### src/msq_pkg.sv
// constants, types and helpers of the measurement sequencer
// Overview of operation
// power uses prior current and newest bus
// averaging one loads results directly
// accumulate samples, load outputs at count
// energy and charge per pass, unaveraged
// calculations add no conversion time
// temperature converts before shunt, corrects current
// mode selects all, current only, bus only
// per-input conversion time 50 us to 4.12 ms
// current ready after temperature plus shunt
// inputs converted one at a time
// sequence repeats until averages gathered
// outputs hold until next complete result
// continuous mode loops until mode changes
// triggered mode runs one pass, then shutdown
// mode write aborts and restarts conversion
// done flag set after full pass averaging
// done flag cleared by setup write, diag read; a setup write of a shutdown mode leaves it set
// triggered mode energy and charge invalid
// start delay 0 to 510 ms, 2 ms steps
// filter settles within one conversion period
// averaging 1 to 1024, all inputs alike
// shutdown trigger completes then returns to shutdown
// ready alert gated, done flag always records
// start delay timed from starting write
package msq_pkg;
  localparam logic [5:0] OFS_CONFIG = 6'h00;
  localparam logic [5:0] OFS_SETUP = 6'h04;
  localparam logic [5:0] OFS_DIAG = 6'h08;
  localparam logic [5:0] OFS_CUR = 6'h0c;
  localparam logic [5:0] OFS_BUS = 6'h10;
  localparam logic [5:0] OFS_TEMP = 6'h14;
  localparam logic [5:0] OFS_PWR = 6'h18;
  localparam logic [5:0] OFS_ENERGY = 6'h1c;
  localparam logic [5:0] OFS_CHARGE = 6'h20;
  localparam int DIAG_DONE_BIT = 0;
  localparam int DIAG_RDYEN_BIT = 1;
  localparam int DLY_W = 8;
  localparam int SETUP_W = 15;
  localparam logic [SETUP_W-1:0] SETUP_RST = 15'h0b6d;
  localparam logic [DLY_W-1:0] DLY_RST = 8'h00;
  localparam int DELAY_STEP_US = 2000;
  localparam int TC_SHIFT = 6;
  localparam int CLK_MHZ = 25;
  typedef enum logic [2:0] {
    MODE_OFF = 3'h0, TRIG_ALL = 3'h1, TRIG_CUR = 3'h2, TRIG_BUS = 3'h3,
    CONT_ALL = 3'h5, CONT_CUR = 3'h6, CONT_BUS = 3'h7
  } msq_mode_type;
  typedef struct packed {
    logic [2:0] avg;
    logic [2:0] ct_temp;
    logic [2:0] ct_bus;
    logic [2:0] ct_shunt;
    logic [2:0] mode;
  } msq_setup_type;
  typedef enum logic [2:0] {
    CH_TEMP = 3'h1, CH_SHUNT = 3'h2, CH_BUS = 3'h4
  } msq_chan_type;
  typedef enum logic [2:0] {
    ST_IDLE = 3'h1, ST_DELAY = 3'h2, ST_CONV = 3'h4
  } msq_state_type;
  function automatic int ct_us(input logic [2:0] c);
    case (c)
      3'h0: return 50;
      3'h1: return 84;
      3'h2: return 150;
      3'h3: return 280;
      3'h4: return 540;
      3'h5: return 1052;
      3'h6: return 2074;
      default: return 4120;
    endcase
  endfunction : ct_us
  function automatic logic [3:0] avg_shift(input logic [2:0] c);
    case (c)
      3'h0: return 4'h0;
      3'h1: return 4'h2;
      3'h2: return 4'h4;
      3'h3: return 4'h6;
      3'h4: return 4'h7;
      3'h5: return 4'h8;
      3'h6: return 4'h9;
      default: return 4'ha;
    endcase
  endfunction : avg_shift
endpackage : msq_pkg

### src/msq_sequencer.sv
// measurement sequencer with averaging, power, energy and charge
`timescale 1ns/1ps
module msq_sequencer #(
  parameter int CYC_PER_US = msq_pkg::CLK_MHZ
) (
  // clock and reset
  input wire logic CLK_SYS,
  input wire logic RST_N,
  // avalon-mm slave
  input wire logic [5:0] AVS_ADDRESS,
  input wire logic AVS_READ,
  input wire logic AVS_WRITE,
  input wire logic [31:0] AVS_WRITEDATA,
  output logic [31:0] AVS_READDATA,
  output logic AVS_WAITREQUEST,
  // converter front end
  input wire logic [15:0] ADC_DATA,
  output logic [2:0] ADC_CHANNEL,
  output logic ADC_ACTIVE,
  // ready alert
  output logic ALERT
);
  generate
    if (CYC_PER_US < 1 || CYC_PER_US > 1000)
    begin : g_bad
      $error("CYC_PER_US out of range");
    end
  endgenerate

  localparam int DLY_CYC = msq_pkg::DELAY_STEP_US * CYC_PER_US;

  msq_pkg::msq_setup_type setup_q;
  msq_pkg::msq_state_type st_q;
  msq_pkg::msq_chan_type ch_q;
  msq_pkg::msq_chan_type ch_first;
  msq_pkg::msq_chan_type ch_next;
  localparam int DLY_W_L = msq_pkg::DLY_W;
  logic [DLY_W_L-1:0] dly_q;
  logic [31:0] timer_q;
  logic [9:0] avg_cnt_q;
  logic rdyen_q;
  logic rdyen_d;
  logic done_q;
  logic done_d;
  logic ack;
  logic wr_acc;
  logic rd_acc;
  logic setup_wr;
  logic diag_rd;
  logic mode_on;
  logic new_on;
  logic cont;
  logic cur_only;
  logic conv_end;
  logic pass_end;
  logic avg_done;
  logic [3:0] sh;
  logic [9:0] avg_last;
  logic [2:0] ct_code;
  logic signed [15:0] temp_s_q;
  logic signed [15:0] cur_inst_q;
  logic signed [15:0] cur_now;
  logic signed [25:0] acc_i_q;
  logic signed [25:0] acc_b_q;
  logic signed [25:0] acc_t_q;
  logic signed [25:0] acc_i_d;
  logic signed [25:0] acc_b_d;
  logic signed [25:0] acc_t_d;
  logic signed [15:0] cur_pass;
  logic signed [15:0] cur_q;
  logic signed [15:0] bus_q;
  logic signed [15:0] temp_q;
  logic signed [31:0] pwr_q;
  logic signed [31:0] energy_q;
  logic signed [31:0] charge_q;
  logic signed [15:0] avg_i;
  logic signed [15:0] avg_b;
  logic signed [15:0] avg_t;
  logic [31:0] rdata;

  // one wait state: request seen, then waitrequest low for one cycle
  assign ack = (AVS_READ || AVS_WRITE) && AVS_WAITREQUEST;
  assign wr_acc = AVS_WRITE && !AVS_WAITREQUEST;
  assign rd_acc = AVS_READ && !AVS_WAITREQUEST;
  assign setup_wr = wr_acc && AVS_ADDRESS == msq_pkg::OFS_SETUP;
  assign diag_rd = rd_acc && AVS_ADDRESS == msq_pkg::OFS_DIAG;
  assign new_on = AVS_WRITEDATA[2:0] != 3'h0
    && AVS_WRITEDATA[2:0] != 3'h4;
  assign mode_on = setup_q.mode != 3'h0 && setup_q.mode != 3'h4;
  assign cont = setup_q.mode[2];
  assign cur_only = setup_q.mode[1:0] == 2'h2;

  always_ff @(posedge CLK_SYS or negedge RST_N)
  begin
    if (!RST_N)
    begin
      AVS_WAITREQUEST <= 1'b1;
      AVS_READDATA <= 32'h0;
    end
    else
    begin
      AVS_WAITREQUEST <= !ack;
      if (ack)
      begin
        AVS_READDATA <= rdata;
      end
    end
  end

  // unmapped addresses read zero and ignore writes
  always_comb
  begin
    rdata = 32'h0;
    case (AVS_ADDRESS)
      msq_pkg::OFS_CONFIG: rdata = {24'h0, dly_q};
      msq_pkg::OFS_SETUP: rdata = {17'h0, setup_q};
      msq_pkg::OFS_DIAG:
      begin
        rdata[msq_pkg::DIAG_DONE_BIT] = done_q;
        rdata[msq_pkg::DIAG_RDYEN_BIT] = rdyen_q;
      end
      msq_pkg::OFS_CUR: rdata = 32'(cur_q);
      msq_pkg::OFS_BUS: rdata = 32'(bus_q);
      msq_pkg::OFS_TEMP: rdata = 32'(temp_q);
      msq_pkg::OFS_PWR: rdata = pwr_q;
      msq_pkg::OFS_ENERGY: rdata = energy_q;
      msq_pkg::OFS_CHARGE: rdata = charge_q;
      default: rdata = 32'h0;
    endcase
  end

  always_ff @(posedge CLK_SYS or negedge RST_N)
  begin
    if (!RST_N)
    begin
      setup_q <= msq_pkg::SETUP_RST;
      dly_q <= msq_pkg::DLY_RST;
      rdyen_q <= 1'b0;
    end
    else if (wr_acc)
    begin
      if (AVS_ADDRESS == msq_pkg::OFS_SETUP)
      begin
        setup_q <= AVS_WRITEDATA[msq_pkg::SETUP_W-1:0];
      end
      if (AVS_ADDRESS == msq_pkg::OFS_CONFIG)
      begin
        dly_q <= AVS_WRITEDATA[DLY_W_L-1:0];
      end
      if (AVS_ADDRESS == msq_pkg::OFS_DIAG)
      begin
        rdyen_q <= AVS_WRITEDATA[msq_pkg::DIAG_RDYEN_BIT];
      end
    end
  end

  // channel order: temperature always directly before shunt
  always_comb
  begin
    ch_first = setup_q.mode[1:0] == 2'h3 ? msq_pkg::CH_BUS
      : msq_pkg::CH_TEMP;
    ch_next = msq_pkg::CH_BUS;
    unique case (ch_q)
      msq_pkg::CH_TEMP: ch_next = msq_pkg::CH_SHUNT;
      msq_pkg::CH_SHUNT: ch_next = msq_pkg::CH_BUS;
      msq_pkg::CH_BUS: ch_next = msq_pkg::CH_TEMP;
    endcase
  end

  assign conv_end = st_q == msq_pkg::ST_CONV && timer_q == 32'h0;
  assign pass_end = conv_end && (ch_q == msq_pkg::CH_BUS
    || (cur_only && ch_q == msq_pkg::CH_SHUNT));
  assign sh = msq_pkg::avg_shift(setup_q.avg);
  assign avg_last = 10'((11'h1 << sh) - 11'h1);
  assign avg_done = pass_end && avg_cnt_q == avg_last;

  // conversion time of the channel about to start
  always_comb
  begin
    ct_code = setup_q.ct_bus;
    if (st_q != msq_pkg::ST_CONV)
    begin
      ct_code = ch_first == msq_pkg::CH_BUS ? setup_q.ct_bus
        : setup_q.ct_temp;
    end
    else if (pass_end)
    begin
      ct_code = ch_first == msq_pkg::CH_BUS ? setup_q.ct_bus
        : setup_q.ct_temp;
    end
    else
    begin
      unique case (ch_next)
        msq_pkg::CH_TEMP: ct_code = setup_q.ct_temp;
        msq_pkg::CH_SHUNT: ct_code = setup_q.ct_shunt;
        msq_pkg::CH_BUS: ct_code = setup_q.ct_bus;
      endcase
    end
  end

  // sequencing fsm; every period is exactly the programmed time
  always_ff @(posedge CLK_SYS or negedge RST_N)
  begin
    if (!RST_N)
    begin
      st_q <= msq_pkg::ST_IDLE;
      ch_q <= msq_pkg::CH_TEMP;
      timer_q <= 32'h0;
      avg_cnt_q <= 10'h0;
    end
    else if (setup_wr)
    begin
      avg_cnt_q <= 10'h0;
      ch_q <= msq_pkg::CH_TEMP;
      timer_q <= 32'(dly_q) * 32'(DLY_CYC);
      st_q <= new_on ? msq_pkg::ST_DELAY : msq_pkg::ST_IDLE;
    end
    else
    begin
      unique case (st_q)
        msq_pkg::ST_IDLE:
        begin
          timer_q <= 32'h0;
        end
        msq_pkg::ST_DELAY:
        begin
          if (timer_q != 32'h0)
          begin
            timer_q <= timer_q - 32'h1;
          end
          else if (mode_on)
          begin
            st_q <= msq_pkg::ST_CONV;
            ch_q <= ch_first;
            timer_q <= 32'(msq_pkg::ct_us(ct_code) * CYC_PER_US - 1);
          end
          else
          begin
            st_q <= msq_pkg::ST_IDLE;
          end
        end
        msq_pkg::ST_CONV:
        begin
          if (!conv_end)
          begin
            timer_q <= timer_q - 32'h1;
          end
          else if (!pass_end)
          begin
            ch_q <= ch_next;
            timer_q <= 32'(msq_pkg::ct_us(ct_code) * CYC_PER_US - 1);
          end
          else if (avg_done && !cont)
          begin
            st_q <= msq_pkg::ST_IDLE;
            avg_cnt_q <= 10'h0;
          end
          else
          begin
            ch_q <= ch_first;
            avg_cnt_q <= avg_done ? 10'h0 : avg_cnt_q + 10'h1;
            timer_q <= 32'(msq_pkg::ct_us(ct_code) * CYC_PER_US - 1);
          end
        end
      endcase
    end
  end

  // temperature-corrected current from the latest die temperature
  assign cur_now = 16'($signed(ADC_DATA)
    - (temp_s_q >>> msq_pkg::TC_SHIFT));
  assign cur_pass = ch_q == msq_pkg::CH_SHUNT ? cur_now : cur_inst_q;

  // next sums hold this cycle's sample, so the last one of a run counts
  always_comb
  begin
    acc_i_d = acc_i_q;
    acc_b_d = acc_b_q;
    acc_t_d = acc_t_q;
    if (conv_end)
    begin
      unique case (ch_q)
        msq_pkg::CH_TEMP:
        begin
          acc_t_d = acc_t_q + 26'($signed(ADC_DATA));
        end
        msq_pkg::CH_SHUNT:
        begin
          acc_i_d = acc_i_q + 26'(cur_now);
        end
        msq_pkg::CH_BUS:
        begin
          acc_b_d = acc_b_q + 26'($signed(ADC_DATA));
        end
      endcase
    end
  end
  assign avg_i = 16'(acc_i_d >>> sh);
  assign avg_b = 16'(acc_b_d >>> sh);
  assign avg_t = 16'(acc_t_d >>> sh);

  // latest samples kept apart from the sums, which clear per run
  always_ff @(posedge CLK_SYS or negedge RST_N)
  begin
    if (!RST_N)
    begin
      temp_s_q <= 16'sh0;
      cur_inst_q <= 16'sh0;
    end
    else if (conv_end && ch_q == msq_pkg::CH_TEMP)
    begin
      temp_s_q <= $signed(ADC_DATA);
    end
    else if (conv_end && ch_q == msq_pkg::CH_SHUNT)
    begin
      cur_inst_q <= cur_now;
    end
  end

  always_ff @(posedge CLK_SYS or negedge RST_N)
  begin
    if (!RST_N)
    begin
      acc_i_q <= 26'sh0;
      acc_b_q <= 26'sh0;
      acc_t_q <= 26'sh0;
    end
    else if (setup_wr || avg_done)
    begin
      acc_i_q <= 26'sh0;
      acc_b_q <= 26'sh0;
      acc_t_q <= 26'sh0;
    end
    else
    begin
      acc_i_q <= acc_i_d;
      acc_b_q <= acc_b_d;
      acc_t_q <= acc_t_d;
    end
  end

  // output registers change only on a completed result
  always_ff @(posedge CLK_SYS or negedge RST_N)
  begin
    if (!RST_N)
    begin
      cur_q <= 16'sh0;
      bus_q <= 16'sh0;
      temp_q <= 16'sh0;
      pwr_q <= 32'sh0;
    end
    else if (conv_end && sh == 4'h0)
    begin
      unique case (ch_q)
        msq_pkg::CH_TEMP: temp_q <= $signed(ADC_DATA);
        msq_pkg::CH_SHUNT: cur_q <= cur_now;
        msq_pkg::CH_BUS:
        begin
          bus_q <= $signed(ADC_DATA);
          pwr_q <= cur_q * $signed(ADC_DATA);
        end
      endcase
    end
    else if (avg_done)
    begin
      if (ch_first == msq_pkg::CH_TEMP)
      begin
        cur_q <= avg_i;
        temp_q <= avg_t;
      end
      if (!cur_only)
      begin
        bus_q <= avg_b;
        pwr_q <= avg_i * avg_b;
      end
    end
  end

  // energy counts each pass except in current-only mode, charge each pass except in bus-only mode; meaningless in triggered use
  always_ff @(posedge CLK_SYS or negedge RST_N)
  begin
    if (!RST_N)
    begin
      energy_q <= 32'sh0;
      charge_q <= 32'sh0;
    end
    else if (pass_end)
    begin
      if (!cur_only)
      begin
        energy_q <= energy_q
          + cur_inst_q * $signed(ADC_DATA);
      end
      if (ch_first == msq_pkg::CH_TEMP)
      begin
        charge_q <= charge_q + 32'(cur_pass);
      end
    end
  end

  // set wins over clear when both land on one edge; a read clears only
  // a flag it returned, so a set at the capture edge is not lost
  assign done_d = avg_done
    || (done_q && !(setup_wr && new_on)
    && !(diag_rd && AVS_READDATA[msq_pkg::DIAG_DONE_BIT]));

  // enable change reaches the pin together with the stored bit
  assign rdyen_d = wr_acc && AVS_ADDRESS == msq_pkg::OFS_DIAG
    ? AVS_WRITEDATA[msq_pkg::DIAG_RDYEN_BIT] : rdyen_q;

  always_ff @(posedge CLK_SYS or negedge RST_N)
  begin
    if (!RST_N)
    begin
      done_q <= 1'b0;
      ALERT <= 1'b0;
      ADC_CHANNEL <= 3'h0;
      ADC_ACTIVE <= 1'b0;
    end
    else
    begin
      done_q <= done_d;
      ALERT <= done_d && rdyen_d;
      // zero outside conversions so an idle channel is never mistaken
      ADC_CHANNEL <= st_q == msq_pkg::ST_CONV ? ch_q : 3'h0;
      ADC_ACTIVE <= st_q == msq_pkg::ST_CONV;
    end
  end
endmodule : msq_sequencer
### config.mk
export PLATFORM = sky130hd
export DESIGN_NAME = msq_sequencer
export DESIGN_NICKNAME = d
export VERILOG_FILES = /design/src/msq_pkg.sv /design/src/msq_sequencer.sv
export SDC_FILE = /design/constraint.sdc
export NUM_CORES = 2
export LEC_CHECK = 0
export BUFFER_PORTS_ARGS = -buffer_cell sky130_fd_sc_hd__buf_2
export CORE_AREA = 2 2 349 282
export CTS_BUF_LIST = sky130_fd_sc_hd__clkbuf_4 sky130_fd_sc_hd__clkbuf_8
export CTS_CLUSTER_SIZE = 24
export DETAILED_ROUTE_END_ITERATION = 8
export DIE_AREA = 0 0 351 284
export GPL_TIMING_DRIVEN = 0
export PLACE_DENSITY = 0.76
export SYNTH_ARGS = -nofsm -noshare
export SYNTH_HDL_FRONTEND = slang
export SYNTH_SLANG_ARGS = --single-unit
### constraint.sdc
create_clock -name CLK_SYS -period 29.5 [get_ports CLK_SYS]
set_clock_uncertainty 0.05 [all_clocks]
set_input_delay 0 -clock CLK_SYS [delete_from_list [all_inputs] [get_ports CLK_SYS]]
set_output_delay 0 -clock CLK_SYS [all_outputs]
set_load 0.02 [all_outputs]
# Word level (Yosys, flattened, before mapping)
# Cells that the tools add are included.
# word_totals
in_bits	58
register_bits	365
out_inout_bits	38
# op_classes
eq_ne	49
n_shift	4
reduce_logical	57
n_mul	7
n_mux	79
n_addsub	12
bitwise	2
# op_table
operator	n
2-to-1 mux 32 bit	23
case mux 30 bit (8 select lines)	1
2-to-1 mux 26 bit	9
2-to-1 mux 16 bit	13
multiplier 16 x 16 -> 32 bit	3
multiplier 32 x 6 -> 32 bit, second input constant	3
case mux 32 bit (3 select lines)	1
subtractor 32 x 2 -> 32 bit, second input constant	3
case mux 13 bit (7 select lines)	1
adder 26 x 16 -> 26 bit	3
>>> shifter 26 x 4 -> 16 bit	3
2-to-1 mux 10 bit	6
2-to-1 mux 3 bit	17
adder 32 x 16 -> 32 bit	1
adder 32 bit	1
zero test 32 bit	1
nonzero test 32 bit	1
subtractor 32 x 1 -> 32 bit, second input constant	1
== test 3 bit, second input constant	10
case mux 4 bit (7 select lines)	1
== test 6 x 5 -> 1 bit, second input constant	4
!= test 3 bit, second input constant	8
== test 3 x 2 -> 1 bit, second input constant	7
logical AND 1 bit	21
31 further kinds	68

# Logic depth before layout (Yosys ltp)
# depth
ltp_word	20
depth_mapped	52
mapped_depth_nobuf	51

# Worst setup path after synthesis
# OpenSTA, ideal clock, no wires.
# synth_path
path_kind	flip-flop to flip-flop
from	register temp_s_q[6]
to	register pwr_q[31]
setup_time_ns	0.130
setup_slack_ns	18.364
path_stages_with_launch	46
t_arrival_ns	10.956
cell_sequence	dfrtp_1 -> ha_1 -> inv_1 -> fa_1 -> a21o_1 -> a21oi_1 -> o21bai_1 -> a21oi_1 -> o21bai_1 -> a211oi_1 -> o31ai_1 -> a21oi_1 -> o21bai_1 -> xor2_1 -> ha_1 -> and3_1 -> nand4_1 -> a2111oi_0 -> [10 not listed] -> inv_1 -> fa_1 -> fa_1 -> fa_1 -> inv_1 -> fa_1 -> inv_1 -> ha_1 -> a21o_1 -> a21o_1 -> a21oi_1 -> or3b_2 -> o21ai_0 -> o21ai_0 -> a21o_1 -> a21oi_1 -> xnor2_1 -> o211ai_1
# synth_between
elab_chain_len	9
# synth_rtl
item	line	text
start: declaration	msq_sequencer.sv:60	logic signed [15:0] temp_s_q;
start signal: assignment	msq_sequencer.sv:312	temp_s_q <= $signed(ADC_DATA);
subtractor 16 x 10 -> 16 bit	msq_sequencer.sv:271	- (temp_s_q >>> msq_pkg::TC_SHIFT));
named net cur_now[14]	msq_sequencer.sv:62	logic signed [15:0] cur_now;
adder 26 x 16 -> 26 bit	msq_sequencer.sv:289	acc_i_d = acc_i_q + 26'(cur_now);
2-to-1 mux 26 bit	msq_sequencer.sv:282	unique case (ch_q)
2-to-1 mux 26 bit	msq_sequencer.sv:280	if (conv_end)
>>> shifter 26 x 4 -> 16 bit	msq_sequencer.sv:298	assign avg_i = 16'(acc_i_d >>> sh);
multiplier 16 x 16 -> 32 bit	msq_sequencer.sv:374	pwr_q <= avg_i * avg_b;
2-to-1 mux 32 bit	msq_sequencer.sv:371	if (!cur_only)
2-to-1 mux 32 bit	msq_sequencer.sv:364	else if (avg_done)
2-to-1 mux 32 bit	msq_sequencer.sv:352	else if (conv_end && sh == 4'h0)
end signal: assignment	msq_sequencer.sv:360	pwr_q <= cur_q * $signed(ADC_DATA);
end signal: assignment	msq_sequencer.sv:374	
end: declaration	msq_sequencer.sv:73	logic signed [31:0] pwr_q;
# The timed path passes the listed nets, and every way through them passes these cells. The select of a mux whose other input is x is not followed.
# A chain may end at the register's enable or synchronous reset.

# Worst setup path after layout
# layout_path
from	input ADC_DATA[0]
to	register pwr_q[31]
# layout_between
elab_chain_len	9
elab_cells_between_ends	15
classes_between	add/sub: 3; mul: 2; shift: 2; mux: 8
# layout_rtl
item	line	text
start: declaration	msq_sequencer.sv:17	input wire logic [15:0] ADC_DATA,
subtractor 16 x 10 -> 16 bit	msq_sequencer.sv:271	
named net cur_now[8]	msq_sequencer.sv:62	
adder 26 x 16 -> 26 bit	msq_sequencer.sv:289	
2-to-1 mux 26 bit	msq_sequencer.sv:282	
2-to-1 mux 26 bit	msq_sequencer.sv:280	
>>> shifter 26 x 4 -> 16 bit	msq_sequencer.sv:298	
multiplier 16 x 16 -> 32 bit	msq_sequencer.sv:374	
2-to-1 mux 32 bit	msq_sequencer.sv:371	
2-to-1 mux 32 bit	msq_sequencer.sv:364	
2-to-1 mux 32 bit	msq_sequencer.sv:352	
# The timed path passes the listed nets, and every way through them passes these cells. The select of a mux whose other input is x is not followed.

==> results.json <==
{
  "relSlewSlack": -0.0855,
  "async_flop_share": 1.00,
  "die_h_um": 284,
  "first_iter_violations": 6635,
  "grt_pass1_vias": 51321,
  "n_fill_cell": 8174,
  "htreeDepth": 3,
  "initial_core_util": 0.608,
  "viasPerCell": 6.27,
  "grt.total_usage": 0.428,
  "critical_path_class": "input port to flop",
  "reg2reg_depth": 42,
  "synth_area_per_cell_um2": 8.60,
  "drc": 0,
  "yosysWarnings": 0,
  "multiInputGateArea_um2": 44400,
  "ctsRootBufferMaster": "clkbuf_8",
  "crit_slowest_cell": "a21oi_1",
  "postRouteAntennaNets": 0,
  "clk_pin_slew_worst_paths_ps": 60,
  "fin_crit_ps": 15030,
  "synth_edf_count": 0,
  "pin_count": 96,
  "avgRoutedWirePerCell_um": 25.3,
  "whs_path_depth": 4,
  "netlist_instances": 6790,
  "postCtsSetupRepairBufs": 0,
  "gp_congestion": 1.07,
  "cts_buffers": 67,
  "grt_pass1_wl_um": 318000,
  "clkSinkCount": 359,
  "place_hpwl_um": 171000,
  "holdPathEnd": "setup_q[12]$_DFFE_PN0P_",
  "vias": 52293,
  "crit_top_cell": "fa_1",
  "rr_startpoint": "temp_s_q[7]$_DFFE_PN0P_",
  "regArea_um2": 9000,
  "cp-end-kind": "flop",
  "synth-seq-area-share": 0.154,
  "dp.cells": 8171,
  "crit_path_max_incr_delay_ps": 1120,
  "worst_pin_slew_ps": 1590,
  "critPathArrivalTime_ps": 15520,
  "finalSetupViolations": 0,
  "routed_wl_um": 211000,
  "clock.fmax_mhz": 66.5,
  "ys_types": 97,
  "gr-total-overflow": 0,
  "finalSetupTns_ps": 0,
  "status": "finished, violations left",
  "synth_flop_cell": "dfrtp_1",
  "required_ps": 29990,
  "die_area_um2": 99700,
  "synth_area_um2": 58400,
  "area_growth_pct": 6.95,
  "clk_latency_ps": 710,
  "hold_violations": 0,
  "mostFrequentLayoutCell": "inv_1",
  "hp-class": "input port to flop",
  "coreArea_um2": 96100,
  "synthesis.nets": 8166,
  "cts_tree": "yes",
  "startpoint_type": "input port",
  "fin_area_um2": 62500,
  "drive_above_1_share": 0.0494,
  "place_ws_ps": 14950,
  "antenna_found_initial": 9,
  "io_buffers": 78,
  "synth-seq-cells": 359,
  "drt_pass1_iterations": 8,
  "clockBufferDepth": 3,
  "drv_cap": 1,
  "rr_endpoint": "pwr_q[31]$_DFFE_PN0P_",
  "stdcell_count": 8336,
  "ff2ff_setup_slack_ps": 14650,
  "hold_start": "AVS_WRITEDATA[12]",
  "failed_checks": "capacitance limit, slew limit",
  "cts_resized": 0,
  "grt_max_degree": 122,
  "die_w_um": 351,
  "crit_fanout": 10,
  "rsz0062_at_grt": "no",
  "nets": 8349,
  "post-route-period-util": 0.509,
  "num_rows": 102,
  "fin_ws_ps": 14470,
  "slew_violations": 4,
  "mostFrequentLayoutCells": "1029 x inv_1, 843 x fa_1, 822 x nand2_1",
  "post_dp_cell_area_um2": 60500
}
## worst max path at each step
| stage | from | to | cells after the start |
|---|---|---|---|
| finish | ADC_DATA[0] | pwr_q[31]$_DFFE_PN0P_ | 48 |
| global route | ADC_DATA[0] | pwr_q[31]$_DFFE_PN0P_ | 45 |
| CTS | ADC_DATA[0] | pwr_q[31]$_DFFE_PN0P_ | 45 |
| detailed placement | ADC_DATA[0] | pwr_q[31]$_DFFE_PN0P_ | 44 |
| global placement | ADC_DATA[0] | pwr_q[31]$_DFFE_PN0P_ | 44 |
| floorplan | temp_s_q[6]$_DFFE_PN0P_ | pwr_q[31]$_DFFE_PN0P_ | 45 |
## registers in the layout (all words and copies together) (netlist names), 3 cells and up
register / cells
AVS_READDATA: 32
charge_q: 32
energy_q: 32
pwr_q: 32
timer_q: 32
acc_b_q: 26
acc_i_q: 26
acc_t_q: 26
bus_q: 16
cur_inst_q: 16
cur_q: 16
temp_q: 16
setup_q: 14
avg_cnt_q: 10
temp_s_q: 10
dly_q: 8
ADC_CHANNEL: 3
ch_q: 3
st_q: 3
## cell families after synthesis
| family | Yosys count | share of synthesized area |
|---|---|---|
| simple gates | 2140 | 0.168 |
| buf+inv | 1331 | 0.0863 |
| fa+ha+maj | 1318 | 0.391 |
| compound gates | 1248 | 0.136 |
| flops | 359 | 0.154 |
| xor+xnor | 253 | 0.0379 |
| mux | 140 | 0.0271 |
| other cells | 1 | 0.0000642 |
## area by class of cell
class	instances	share of cell area
inverters	1030	0.0619
well taps	1300	0.0260
repair buffers	114	0.0133
diodes	12	0.000481
clock inverters	23	0.00485
multi-input cells	5100	0.711
clock buffers	97	0.0200
flip-flops and latches	359	0.144
plain buffers	301	0.0188
## worst max-delay path, delay by kind of cell
family,cells,cell delay (ps)
adder cells (fa/ha/maj),10,4330
buffers and inverters,10,2190
AO/OA/AOI/OAI,20,6550
XOR/XNOR,3,1370
AND/OR/NAND/NOR,5,1050
## layer usage
| layer | routed length [µm] | track usage | up-vias |
|---|---|---|---|
| li1 | - | - | 22505 |
| met1 | 83700 | 0.594 | 25744 |
| met2 | 84400 | 0.588 | 3435 |
| met3 | 32700 | 0.183 | 597 |
| met4 | 9890 | 0.169 | 12 |
| met5 | 202 | 0.0102 | - |
## synth_stat cells (all sizes together), types with 36 or more instances
library cell / instances / area [µm²]
a211oi: 39 / 303
a21o: 86 / 646
a21oi: 358 / 1790
a22oi: 52 / 390
a31oi: 36 / 225
and2: 241 / 1510
buf: 37 / 185
clkbuf: 264 / 991
dfrtp: 348 / 8710
fa: 843 / 16900
ha: 475 / 5940
inv: 1029 / 3860
mux2: 46 / 518
mux2i: 84 / 841
nand2: 822 / 3090
nand2b: 86 / 538
nand3: 88 / 440
nor2: 555 / 2090
nor2b: 57 / 357
nor3: 114 / 591
o21a: 51 / 383
o21ai: 324 / 1620
or3: 38 / 238
xnor2: 159 / 1390
xor2: 94 / 823
## stage by stage
step,hold WS [ps],utilization
floorplan,-346,-
global placement,145,0.629
detailed placement,-42.1,0.630
CTS,7.41,0.650
global route,56.4,0.650
finish,46.2,0.650
## what timing repair did
| action | in CTS | in global routing |
|---|---|---|
| hold buffers | 32 | 0 |
| setup endpoints to repair | 0 | 0 |
| hold endpoints to repair | 291 | 0 |
Power is not shown: default switching activity piles up to over one toggle a cycle in this logic, so the estimate is an artifact.
